File: src/hbridge_chop_pkg.sv
// constants, types and tables shared by the h-bridge chop controller
// How it works
// - enabled: direction picks which output goes high
// - bridge drives only while enable input high
// - disabled, slow decay: both low sides stay on
// - disabled, fast decay: reverse until zero, then coast
// - decay low is slow, high is fast
// - undriven decay pin selects mixed decay
// - drive until threshold, then decay until period end
// - threshold compares amplified sense with scaled reference
// - codes 00-0f map to 0..67 percent
// - codes 10-1f map to 71..100 percent
// - slow decay turns on both low sides
// - fast decay reverses bridge, releases near zero current
// - sense ignored for 3.75 us after drive starts
// - logic reset halts bridge, ignores all inputs except overcurrent and sleep
// - sleep stops bridge, pump, regulator, clocks
// - about 1 ms wake delay after sleep
// - undriven control inputs read as low
// - chopping period is 50 kHz
// - sustained overcurrent latches fault until logic reset
package hbridge_chop_pkg;
    // clock and timing
    localparam int CLK_PERIOD_NS = 10;
    localparam int PWM_FREQ_KHZ  = 50;
    localparam int PWM_PERIOD_NS = 1000000 / PWM_FREQ_KHZ;
    localparam logic [10:0] PWM_CYC = 11'(PWM_PERIOD_NS / CLK_PERIOD_NS);
    localparam int BLANK_NS      = 3750;
    localparam logic [11:0] BLANK_CYC =
        12'((BLANK_NS + CLK_PERIOD_NS - 1) / CLK_PERIOD_NS);
    // fast part of a mixed decay interval
    localparam int MIX_FAST_NS   = 2500;
    localparam logic [11:0] MIX_FAST_CYC =
        12'((MIX_FAST_NS + CLK_PERIOD_NS - 1) / CLK_PERIOD_NS);
    localparam int WAKE_US       = 1000;
    localparam int WAKE_CYC      =
        (WAKE_US * 1000 + CLK_PERIOD_NS - 1) / CLK_PERIOD_NS;
    localparam int PIN_W         = 12;
    localparam logic [11:0] PIN_RESET = 12'h000;

    // percent of full scale per code, 0,5,10 .. 99,100,100
    localparam logic [6:0] SCALE_PCT [32] = '{
        7'h00, 7'h05, 7'h0a, 7'h0f, 7'h14, 7'h18, 7'h1d, 7'h22,
        7'h26, 7'h2b, 7'h2f, 7'h33, 7'h38, 7'h3c, 7'h3f, 7'h43,
        7'h47, 7'h4a, 7'h4d, 7'h50, 7'h53, 7'h56, 7'h58, 7'h5a,
        7'h5c, 7'h5e, 7'h60, 7'h61, 7'h62, 7'h63, 7'h64, 7'h64};

    // pins after synchronisation
    typedef struct packed {
        logic       ocp;
        logic       lp_n;
        logic       lrst_n;
        logic       decay_open;
        logic       decay_lvl;
        logic       en;
        logic       dir;
        logic [4:0] code;
    } pin_t;

    // gate drive of the four bridge switches
    typedef struct packed {
        logic a_hi;
        logic a_lo;
        logic b_hi;
        logic b_lo;
    } gate_t;

    typedef enum logic [4:0] {
        ST_HALT  = 5'b00001,
        ST_DRIVE = 5'b00010,
        ST_REV   = 5'b00100,
        ST_SLOW  = 5'b01000,
        ST_COAST = 5'b10000
    } state_t;

    typedef enum logic [2:0] {
        DK_SLOW  = 3'b001,
        DK_FAST  = 3'b010,
        DK_MIXED = 3'b100
    } decay_t;
endpackage

File: src/hbridge_current_chop_control.sv
// h-bridge direction, enable, decay and current-chop control logic
`timescale 1ns/1ps
module hbridge_current_chop_control #(
    parameter int WAKE_CYC = hbridge_chop_pkg::WAKE_CYC
) (
    // clock and chip reset
    input  wire logic                    sys_clk,
    input  wire logic                    reset_n,
    // host control pins, asynchronous
    input  wire logic                    direction_select,
    input  wire logic                    bridge_enable_in,
    input  wire logic                    recirculation_select,
    input  wire logic                    recirculation_open,
    input  wire logic [4:0]              current_scale_code,
    input  wire logic                    logic_reset_n,
    input  wire logic                    low_power_n,
    // analog front end
    input  wire logic                    chop_trip,
    input  wire logic                    current_zero,
    input  wire logic                    ocp_sustained,
    // bridge and supply control
    output hbridge_chop_pkg::gate_t      bridge_gate,
    output logic [6:0]                   scale_pct,
    output logic                         pump_run,
    output logic                         aux_regulator_on,
    output logic                         clocks_run,
    output logic                         drive_ready,
    // open-drain fault pin
    output logic                         fault_n_o,
    output logic                         fault_n_oe
);
    localparam int WW = $clog2(WAKE_CYC + 1);

    hbridge_chop_pkg::pin_t   pin_raw;
    hbridge_chop_pkg::pin_t   s1_r, s2_r, s3_r, pin_r, pin_nxt;
    hbridge_chop_pkg::state_t state_r, state_nxt;
    hbridge_chop_pkg::decay_t mode;
    hbridge_chop_pkg::state_t decay_entry;
    hbridge_chop_pkg::gate_t  gate_r, gate_nxt;
    logic [11:0]              cnt_r, cnt_nxt;
    logic [10:0]              per_r, per_nxt;
    logic [WW-1:0]            wake_r, wake_nxt;
    logic                     ready_r, ready_nxt;
    logic                     fault_r, fault_nxt;
    logic                     dir_r, dir_nxt;
    logic                     en_prev_r;
    logic [6:0]               scale_r, scale_nxt;
    logic                     sup_r, sup_nxt;
    logic                     halt, ignore, en, period_end, restart;

    // undriven pins are pulled low in the pad, so they arrive as 0
    assign pin_raw = '{ocp: ocp_sustained, lp_n: low_power_n,
                       lrst_n: logic_reset_n,
                       decay_open: recirculation_open,
                       decay_lvl: recirculation_select,
                       en: bridge_enable_in, dir: direction_select,
                       code: current_scale_code};

    // a bit only changes once the second and third stages agree
    genvar gi;
    generate
        for (gi = 0; gi < hbridge_chop_pkg::PIN_W; gi++)
        begin : g_filt
            assign pin_nxt[gi] = (s2_r[gi] == s3_r[gi]) ? s2_r[gi]
                                                        : pin_r[gi];
        end
    endgenerate

    // three-stage synchroniser and glitch filter
    always_ff @(posedge sys_clk or negedge reset_n)
    begin
        if (!reset_n)
        begin
            s1_r  <= hbridge_chop_pkg::PIN_RESET;
            s2_r  <= hbridge_chop_pkg::PIN_RESET;
            s3_r  <= hbridge_chop_pkg::PIN_RESET;
            pin_r <= hbridge_chop_pkg::PIN_RESET;
        end
        else
        begin
            s1_r  <= pin_raw;
            s2_r  <= s1_r;
            s3_r  <= s2_r;
            pin_r <= pin_nxt;
        end
    end

    // decay mode: open pin wins, then level
    always_comb
    begin
        if (pin_r.decay_open)
            mode = hbridge_chop_pkg::DK_MIXED;
        else if (pin_r.decay_lvl)
            mode = hbridge_chop_pkg::DK_FAST;
        else
            mode = hbridge_chop_pkg::DK_SLOW;
        decay_entry = (mode == hbridge_chop_pkg::DK_SLOW)
                    ? hbridge_chop_pkg::ST_SLOW : hbridge_chop_pkg::ST_REV;
    end

    assign ignore     = !pin_r.lrst_n || !pin_r.lp_n;
    assign halt       = ignore || !ready_r || fault_r;
    assign en         = pin_r.en;
    assign period_end = (per_r == hbridge_chop_pkg::PWM_CYC - 11'h001);

    // supervisor: wake delay, fault latch, supplies, scale code
    always_comb
    begin
        sup_nxt   = pin_r.lp_n;
        wake_nxt  = wake_r;
        ready_nxt = ready_r;
        if (!pin_r.lp_n)
        begin
            wake_nxt  = '0;
            ready_nxt = 1'b0;
        end
        else if (wake_r == WW'(WAKE_CYC - 1))
            ready_nxt = 1'b1;
        else
            wake_nxt = wake_r + WW'(1);
        // set wins over the clear by logic reset
        if (pin_r.ocp)
            fault_nxt = 1'b1;
        else if (!pin_r.lrst_n)
            fault_nxt = 1'b0;
        else
            fault_nxt = fault_r;
        scale_nxt = ignore ? scale_r
                  : hbridge_chop_pkg::SCALE_PCT[pin_r.code];
    end

    always_ff @(posedge sys_clk or negedge reset_n)
    begin
        if (!reset_n)
        begin
            sup_r   <= 1'b0;
            wake_r  <= '0;
            ready_r <= 1'b0;
            fault_r <= 1'b0;
            scale_r <= 7'h00;
        end
        else
        begin
            sup_r   <= sup_nxt;
            wake_r  <= wake_nxt;
            ready_r <= ready_nxt;
            fault_r <= fault_nxt;
            scale_r <= scale_nxt;
        end
    end

    // bridge state machine; trip and zero are already synchronous
    always_comb
    begin
        state_nxt = state_r;
        dir_nxt   = dir_r;
        restart   = 1'b0;
        if (halt)
            state_nxt = hbridge_chop_pkg::ST_HALT;
        else if (en && (!en_prev_r
                 || state_r == hbridge_chop_pkg::ST_HALT))
        begin
            state_nxt = hbridge_chop_pkg::ST_DRIVE;
            restart   = 1'b1;
        end
        else
        begin
            unique case (state_r)
                hbridge_chop_pkg::ST_HALT:
                    state_nxt = decay_entry;
                hbridge_chop_pkg::ST_DRIVE:
                    // comparator ignored during the blanking interval
                    if (!en || (chop_trip
                        && cnt_r >= hbridge_chop_pkg::BLANK_CYC))
                        state_nxt = decay_entry;
                hbridge_chop_pkg::ST_REV:
                    if (en && period_end)
                        state_nxt = hbridge_chop_pkg::ST_DRIVE;
                    else if (current_zero)
                        // released at zero so the motor never reverses
                        state_nxt = (mode == hbridge_chop_pkg::DK_SLOW)
                                  ? hbridge_chop_pkg::ST_SLOW
                                  : hbridge_chop_pkg::ST_COAST;
                    else if (mode == hbridge_chop_pkg::DK_SLOW
                             || (mode == hbridge_chop_pkg::DK_MIXED
                             && cnt_r >= hbridge_chop_pkg::MIX_FAST_CYC))
                        state_nxt = hbridge_chop_pkg::ST_SLOW;
                hbridge_chop_pkg::ST_SLOW:
                    if (en && period_end)
                        state_nxt = hbridge_chop_pkg::ST_DRIVE;
                    else if (!en && mode == hbridge_chop_pkg::DK_FAST)
                        state_nxt = hbridge_chop_pkg::ST_REV;
                hbridge_chop_pkg::ST_COAST:
                    if (en && period_end)
                        state_nxt = hbridge_chop_pkg::ST_DRIVE;
                    else if (!en && mode == hbridge_chop_pkg::DK_SLOW)
                        state_nxt = hbridge_chop_pkg::ST_SLOW;
                default:
                    state_nxt = hbridge_chop_pkg::ST_HALT;
            endcase
        end
        if (state_nxt == hbridge_chop_pkg::ST_DRIVE)
            dir_nxt = pin_r.dir;
        // time in state; saturates so a long brake cannot wrap
        if (state_nxt != state_r)
            cnt_nxt = 12'h000;
        else
            cnt_nxt = (cnt_r == 12'hfff) ? cnt_r : cnt_r + 12'h001;
        // period restarts with the enable so blanking starts clean
        if (halt || restart || period_end)
            per_nxt = 11'h000;
        else
            per_nxt = per_r + 11'h001;
        // gate decode of the next state
        gate_nxt = '0;
        unique case (state_nxt)
            hbridge_chop_pkg::ST_DRIVE:
                gate_nxt = dir_nxt ? 4'b1001 : 4'b0110;
            hbridge_chop_pkg::ST_REV:
                gate_nxt = dir_r ? 4'b0110 : 4'b1001;
            hbridge_chop_pkg::ST_SLOW:
                gate_nxt = 4'b0101;
            default:
                gate_nxt = '0;
        endcase
    end

    always_ff @(posedge sys_clk or negedge reset_n)
    begin
        if (!reset_n)
        begin
            state_r   <= hbridge_chop_pkg::ST_HALT;
            dir_r     <= 1'b0;
            cnt_r     <= 12'h000;
            per_r     <= 11'h000;
            gate_r    <= '0;
            en_prev_r <= 1'b0;
        end
        else
        begin
            state_r   <= state_nxt;
            dir_r     <= dir_nxt;
            cnt_r     <= cnt_nxt;
            per_r     <= per_nxt;
            gate_r    <= gate_nxt;
            en_prev_r <= en && !halt;
        end
    end

    assign bridge_gate      = gate_r;
    assign scale_pct        = scale_r;
    assign pump_run         = sup_r;
    assign aux_regulator_on = sup_r;
    assign clocks_run       = sup_r;
    assign drive_ready      = ready_r;
    assign fault_n_o        = 1'b0;
    assign fault_n_oe       = fault_r;
endmodule

File: config.mk
export PLATFORM = sky130hd
export DESIGN_NAME = hbridge_current_chop_control
export DESIGN_NICKNAME = d
export VERILOG_FILES = /design/src/hbridge_chop_pkg.sv /design/src/hbridge_current_chop_control.sv
export SDC_FILE = /design/constraint.sdc
export NUM_CORES = 1
export LEC_CHECK = 0
export BUFFER_PORTS_ARGS = -buffer_cell sky130_fd_sc_hd__clkbuf_2
export CORE_MARGIN = 5
export CORE_UTILIZATION = 35
export CTS_CLUSTER_DIAMETER = 30
export CTS_CLUSTER_SIZE = 20
export DETAILED_ROUTE_END_ITERATION = 10
export RECOVER_POWER = 50
export REMOVE_ABC_BUFFERS = 1
export SLEW_MARGIN = 10
export SYNTH_ARGS = -nofsm -noshare
export SYNTH_HDL_FRONTEND = slang
export SYNTH_SLANG_ARGS = --single-unit
export TNS_END_PERCENT = 1
File: constraint.sdc
create_clock -name sys_clk -period 7.3 [get_ports sys_clk]
set_clock_uncertainty 0.1 [all_clocks]
set_input_delay 1.46 -clock sys_clk [delete_from_list [all_inputs] [get_ports sys_clk]]
set_output_delay 1.46 -clock sys_clk [all_outputs]
set_load 0.02 [all_outputs]
; Word-level counts from Yosys, hierarchy flattened
; Memories as Yosys holds them, arrays and structs flattened. A register that Yosys moved wholly into a read port is not among the register bits.
; Cells that the tools add are included.
[op_classes]
mux = 30
n_reduce_logical = 23
add_sub_neg = 3
n_lt_le_gt_ge = 2
n_bitwise = 1
eq_ne = 31
[op_table]
columns = op, count
row1 = $mux W5, 11
row2 = $mux W17, 2
row3 = $pmux W5 S5, 1
row4 = $mux W12, 2
row5 = $add A17 B1 Y17 const B, 1
row6 = $eq A17 B17 Y1 const B, 1
row7 = $add A12 B1 Y12 const B, 1
row8 = $eq A1 B1 Y1, 12
row9 = $eq A12 B12 Y1 const B, 1
row10 = $ge A12 B8 Y1 const B, 1
row11 = $ge A12 B9 Y1 const B, 1
row12 = $mux W4, 3
row13 = $pmux W4 S3, 1
row14 = $add A11 B1 Y11 const B, 1
row15 = $eq A11 B11 Y1 const B, 1
row16 = $mux W11, 1
row17 = $eq A5 B2 Y1 const B, 2
row18 = $eq A5 B3 Y1 const B, 2
row19 = $eq A5 B4 Y1 const B, 2
row20 = $logic_not A1 Y1, 8
row21 = $logic_or A1 B1 Y1, 8
row22 = $logic_and A1 B1 Y1, 7
row23 = $mux W1, 7
row24 = $not A5 Y6, 1
row25 = 10 further kinds, 12
[word_totals]
rom_bits = 224
ff_bits = 102
inputBits = 16
elab_cells = 140
n_memories = 1
output_inout_bits = 17
[memory_table]
columns = name, words, width, rd, rd_clocked_by_memory_dff, write_ports, line
row1 = (name not given), 32, 7, 1, 1, 0, hbridge_current_chop_control.sv:129  ; : hbridge_chop_pkg::SCALE_PCT[pin_r.code];

; Longest topological paths before layout
; Gate-level depths: netlist (run 1).
[depth]
ltp_word = 15
mapped_depth = 10
depth_no_buf = 9

; Worst setup path before layout (run 1)
; Ideal clock, no wire load.
[synth_path]
path_kind = in2reg
start = input current_zero
end = register cnt_r[10]
required_ns = 7.073
path_stages = 6
arrival_time_ns = 2.708
path_buffers = 1
path_slack_ns = 4.366
setup_ns = 0.127
path_cell_list = nor4b_1 a31oi_1 a211o_1 o2111ai_2 buf_6 nor3_2
[synth_via]
elab_chain_len = 7
elab_cells_between_ends = 8
cone_classes = eq/ne: 2 / mux: 6
[synth_rtl]
columns = element, line
row1 = start: declaration, hbridge_current_chop_control.sv:19  ; input wire logic current_zero,
row2 = $mux W5 *, hbridge_current_chop_control.sv:179  ; else if (current_zero)
row3 = $mux W5 *, hbridge_current_chop_control.sv:177  ; if (en && period_end)
row4 = $pmux W5 S5 *, hbridge_current_chop_control.sv:168  ; unique case (state_r)
row5 = $mux W5 *, hbridge_current_chop_control.sv:160  ; else if (en && (!en_prev_r
row6 = $mux W5 *, hbridge_current_chop_control.sv:158  ; if (halt)
row7 = $ne A5 B5 Y1 *, hbridge_current_chop_control.sv:205  ; if (state_nxt != state_r)
row8 = $ne A2 B2 Y1 (no line) or $mux W12 (tied branches), --
row9 = end signal: assignment, hbridge_current_chop_control.sv:243  ; cnt_r <= cnt_nxt;
row10 = end: declaration, hbridge_current_chop_control.sv:40  ; logic [11:0] cnt_r, cnt_nxt;
; Mark *: on every way between the ends. The rest lies on a longest branch, timed or not.
; A chain may end at the register's enable or synchronous reset.

==> results.txt, run 1 <==
WS Path Type - in -> async
Antenna diodes - 0
Pwr dens - 228 mW/mm^2
Fin crit share - 43.5%
Final-layout fill cell count - 1379
Area grow syn2layout - 11.2%
Most frequent cell after synthesis - dfrtp_1
Sequential share of power - 52.0%
Max Freq - 315 MHz
Cell family contributing the most delay on the critical path - buffers and inverters
Io pins - 33
Setup TNS - 0 ps
Sw Share - 26.0%
Vias in the first global route - 3309
Cell variety after synth - 70
Reg-to-reg endpoint - cnt_r[11]
Drt pass-1 iters - 4
Clk_lat worst skew - 360 ps
Worst Path Arrival - 3390 ps
CTS root buffer - clkbuf_16
Leak - 2.46 nW
RSZ-0062 raised after global routing - no
Critical path, cell by cell - clkbuf_1 > buf_4
Reg2Reg Depth - 6
Crit end category - asynchronous set/reset pin
Routability cong. - 0.892
WL final - 9170 um
CP peak stage delay - 940 ps
Post-synthesis mux area share - 1.23%
Core area - 0.0144 mm^2
CTS tree - done
EDFF count, synth - 0
Reg2Reg Setup Slack - 4260 ps
Post-DP HPWL - 6400 um
ANT nets after route - 0
First-pass GRT wire length - 15800 um
Final hold vios - 0
Wire per inst - 13.7 um
Die height - 130 um
HP Start - s1_r[2]
Endpoint, Worst Hold - s2_r[2]
Fin crit period - 3170 ps
Cts repair resizes - 0
Syn_area_per_cell - 11.1 um^2
Largest net degree at the start of global routing - 86
Top cell type's share of synthesized area - 53.3%
Final setup fails - 0
Outcome - completed
Cell Area, Synth - 0.00507 mm^2
Main flop type after synthesis - dfrtp_1
Pin slew with the least headroom to its limit - 1270 ps
Max Cap Viol - 0
Worst Setup SP - reset_n
Gr ovfl total - 0
Hold crit path type - reg -> reg
Vias per cell - 5.07
Hold path cells - 0
Die width - 130 um
Combinational fraction of design power - 8.5%
Post-route DRC - 0
Post CTS Setup Buffer Count - 0
CP Buf/Inv Count - 2
Async SR Flop Fraction - 100%
Final core occ - 39.3%
Area after DPL - 0.00535 mm^2
Worst path slowest cell - buf_4
Synth area leader - dfrtp_1
Post-synthesis adder-cell area fraction - 5.77%
Yosys warnings - 0
Switch Pwr - 0.000335 W
Vias after detailed routing - 3379
Int Power - 0.000952 W
Synth Area in XOR/XNOR - 6.04%
Worst rel slew slack - 15.6%
Critical path launch point type - input pin
Htree depth - 3
R2r startpoint - sup_nxt
Cts hold-fix bufs - 0
Layout cells sized above 1 - 13.7%
Clk buf depth - 2
Initial drt markers - 237
Req. time, crit path - 7520 ps
Total Routing Usage GR - 11.6%
Compound-Gate Fraction of Synth Area - 11.2%
Starting density of the core - 35.3%
Worst Path Max Fanout - 85
Clock power share - 39.5%
Number of port buffers - 31
Clock Sinks - 109
Initial antenna violation count - 0
Fin nets - 507
CTS Buf Count - 9
Worst vdd ir - 0.000107 V
Syn Inst Count - 457
Commonest cells post-synth - dfrtp_1 (108), nand2_1 (36), nor2_1 (29)
Die area - 0.0170 mm^2
Slew Limit Fails - 0
Post-route cell area - 0.00564 mm^2
Clock transition at the registers of the reported paths - 70 ps
Largest family of logic cells by synthesized area - simple AND/OR/NAND/NOR gates
Simple-gate portion of the synthesized area - 18.2%
Top cells by area, synth - dfrtp_1 (53%), xnor2_1 (4.0%), ha_1 (3.2%)
Sequential area share after synthesis - 53.8%
Post-synthesis register bit count - 109
Number of placement rows - 44
[logic make-up (layout without fill, tap and decap cells)]
logic type	count (synthesis)	in the layout
buf+inv	38	64
xor+xnor	35	35
fa+ha+maj	26	26
other cells	1	1
simple gates	164	164
compound gates	79	79
mux	5	5
flops	109	109
[flip-flops by register name (all words and copies together) (netlist names), 5 cells and up]
signal and cells:
s1_r 12, state_r 5, per_r 11, s3_r 12, s2_r 12, cnt_r 12
scale_pct 7, wake_r 17, pin_r 10
[routing by layer]
| metal | track usage (%) | up-vias | part of all wire (%) |
|---|---|---|---|
| met4 | 5.02 | 0 | 2.0 |
| met1 | 15.8 | 1678 | 48 |
| met2 | 17.6 | 42 | 46 |
| met3 | 3.13 | 11 | 4.0 |
| met5 | 0 | - | 0 |
| li1 | - | 1648 | - |
[metrics by stage]
stage / power (W) / setup slack (ps) / hold WS (ps) / std cells
after floorplan: 0.000741 / 3950 / 231 / 434
after global placement: 0.000789 / 3850 / 232 / 651
after detailed placement: 0.000794 / 3740 / 236 / 651
after CTS: 0.00131 / 4130 / 240 / 667
after global routing: 0.00134 / 3590 / 244 / 667
final: 0.00129 / 4130 / 240 / 667
[worst max-delay path by stage]
stage	end	slack, ps	depth (start not counted)
2_1_floorplan	cnt_r[0]	3950	6
4_1_cts	cnt_r[0]	4130	6
6_report	cnt_r[11]	4130	2
3_5_place_dp	cnt_r[0]	3740	6
3_3_place_gp	cnt_r[0]	3850	6
5_1_grt	cnt_r[10]	3590	2
[power by group through the flow]
stage / Clock (W) / Sequential (W) / Combinational [W]
after floorplan: 0 / 0.000689 / 0.0000520
after global placement: 0 / 0.000680 / 0.000109
after detailed placement: 0 / 0.000682 / 0.000113
after CTS: 0.000524 / 0.000670 / 0.000113
after global routing: 0.000545 / 0.000675 / 0.000124
final: 0.000508 / 0.000670 / 0.000109
[cell usage in the layout (no fill, tap or decap), types with 3 or more instances in the layout]
master     count
xnor2_1       23
nor3_1         6
nand2b_1       4
nand4_1        9
and3_1         7
nor3_2        10
a21oi_1       12
nor2_1        29
a211o_1        3
and4_1         3
nand3_1       20
clkbuf_16      9
nand2_1       36
and2_0        12
dfrtp_1      108
and2_1         6
clkbuf_2      24
xor2_1        12
inv_1         15
mux2i_1        4
o211ai_1       6
maj3_1        13
clkbuf_1       7
ha_1          13
a211oi_1       3
a31oi_1        6
o21ai_0       22
[area by class of cell]
| cell class | count | area [um^2] | share of cell area (%) |
|---|---|---|---|
| sequential | 109 | 2730 | 48.4 |
| tap | 184 | 230 | 4.08 |
| clock buffer | 9 | 225 | 3.99 |
| clock inverter | 7 | 90.1 | 1.60 |
| timing repair buffer | 33 | 161 | 2.86 |
| multi-input combinational | 310 | 2150 | 38.1 |
| inverter | 15 | 56.3 | 0.998 |
No activity file was read; power rests on OpenSTA's default activity.
==> run 2: changes to the inputs <==
- clock period: 7.3 -> 2.84 ns (I/O delays scaled with it)
==> run 2 against run 1 <==
Compared with the run above: first-iteration DRC count decreased by 13%; utilization increased by 0.61 points; flip-flop and latch count unchanged; register-to-register slack worse by 4000 ps; via count rose by 0.30%; largest power group unchanged.
==> results.txt, run 2 (synthesis results as in run 1) <==
Outcome - completed
Worst Path Arrival - 2680 ps
Register with the most flip-flops - wake_r
Number of port buffers - 31
Gr ovfl total - 0
HP Start - current_scale_code[4]
Layout cells sized above 1 - 15.8%
Fin crit share - 90.5%
Htree depth - 3
Max Freq - 389 MHz
WS Path Type - reg -> reg
RSZ-0062 raised after global routing - no
CTS root buffer - clkbuf_16
Worst Path Max Fanout - 12
Core area - 0.0144 mm^2
Most frequent cells in the layout - dfrtp_1 (108), nand2_1 (36), clkbuf_2 (33), nor2_1 (29), xnor2_1 (23)
Cell family contributing the most delay on the critical path - compound AO/OA/AOI/OAI gates
Critical path, cell by cell - inv_1 > ha_1 > o31a_1 > a41oi_1 > a31oi_1 > a211o_1 > o2111ai_4 > nor3_1
Setup TNS - 0 ps
Req. time, crit path - 2950 ps
CP Buf/Inv Count - 1
Clk buf depth - 2
Vias after detailed routing - 3389
Die width - 130 um
CP peak stage delay - 490 ps
Slew Limit Fails - 0
Leak - 2.53 nW
Drt pass-1 iters - 4
Fin nets - 517
Pwr dens - 586 mW/mm^2
Post-route DRC - 0
Vias per cell - 5.01
Post CTS Setup Buffer Count - 0
Max reg flops - 17
Endpoint, Worst Hold - s1_r[4]
Worst path slowest cell - o2111ai_4
Total Routing Usage GR - 12.2%
Io pins - 33
Finished Layout Cells - 677
Crit end category - flip-flop
Number of placement rows - 44
Die height - 130 um
Starting density of the core - 35.3%
Reg2Reg Setup Slack - 270 ps
Hold crit path type - in -> reg
Post-DP HPWL - 6570 um
Hold path cells - 1
Wire per inst - 13.8 um
Clock Sinks - 109
Clock transition at the registers of the reported paths - 70 ps
Final hold vios - 0
Die area - 0.0170 mm^2
Cts repair resizes - 0
Initial drt markers - 207
Clk_lat worst skew - 350 ps
Cts hold-fix bufs - 0
Critical path launch point type - flip-flop
DP Cell Count - 661
Commonest non-fill, non-tap cell in the layout - dfrtp_1
ANT nets after route - 0
CTS Buf Count - 9
WL final - 9360 um
Final setup fails - 0
Fin crit period - 2570 ps
Reg-to-reg endpoint - cnt_r[0]
Worst vdd ir - 0.000294 V
Reg2Reg Depth - 8
CTS tree - done
First-pass GRT wire length - 16600 um
Max Cap Viol - 0
Routability cong. - 0.892
R2r startpoint - cnt_r[0]
Vias in the first global route - 3484
Area grow syn2layout - 12.9%
Worst rel slew slack - 28.4%
Final-layout fill cell count - 1377
Largest net degree at the start of global routing - 46
Pin slew with the least headroom to its limit - 1070 ps
Antenna diodes - 0
Initial antenna violation count - 0
run 2: changes by cell type in the layout (fill, tap and decap cells not counted), moves of 2 or more:
cell	delta
clkbuf_2	+9
inv_8	-2
buf_4	+4
and2_1	+11
and2_0	-11
run 2: worst register-to-register path, stage by stage, from the launching register on:
cell,delay (ps)
dfrtp_1,380
inv_1,80
ha_1,190
o31a_1,300
a41oi_1,240
a31oi_1,140
a211o_1,390
o2111ai_4,490
nor3_1,130
run 2: how the worst max path moves through the flow:
stage | from | to | slack (ps) | cells past startpoint
6_report | cnt_r[0] | cnt_r[0] | 270 | 8
5_1_grt | cnt_r[0] | cnt_r[0] | 70 | 8
4_1_cts | cnt_r[0] | cnt_r[0] | 3 | 8
3_5_place_dp | cnt_r[0] | cnt_r[0] | 10 | 8
3_3_place_gp | cnt_r[0] | cnt_r[11] | 130 | 8
2_1_floorplan | cnt_r[1] | cnt_r[0] | 110 | 8
run 2: metal layers:
layer | vias to the layer above | global-route usage, % | share of wire (%) | wire, um
li1 | 1667 | - | - | -
met1 | 1667 | 16.3 | 47 | 4430
met2 | 39 | 19.3 | 47 | 4420
met3 | 16 | 2.28 | 2.9 | 273
met4 | 0 | 6.17 | 2.5 | 234
met5 | - | 0 | 0 | 0
run 2: metrics by stage:
stage / cell area, um^2 / total power, W / hold WS [ps] / setup slack [ps] / utilization, %
floorplan: 4940 / 0.00191 / 172 / 110 / -
global placement: 5420 / 0.00204 / 233 / 126 / 37.7
detailed placement: 5420 / 0.00205 / 235 / 13.9 / 37.7
CTS: 5740 / 0.00343 / 118 / 2.69 / 40.0
global route: 5730 / 0.00353 / 205 / 71.9 / 39.9
finish: 5730 / 0.00336 / 223 / 271 / 39.9
run 2: report_power, final:
group	switching (W)	internal (W)	leakage, nW
combinational	0.000193	0.000116	0.992
clock	0.000548	0.000800	0.154
sequential	0.0000656	0.00163	1.38
run 2: area by class of cell:
| type | count | area (um^2) | share of cell area (%) |
|---|---|---|---|
| Clock buffer | 13 | 250 | 4.37 |
| Sequential cell | 109 | 2730 | 47.6 |
| Timing Repair Buffer | 43 | 225 | 3.93 |
| Multi-Input combinational cell | 310 | 2170 | 37.9 |
| Tap cell | 184 | 230 | 4.02 |
| Inverter | 15 | 56.3 | 0.983 |
| Clock inverter | 3 | 68.8 | 1.20 |
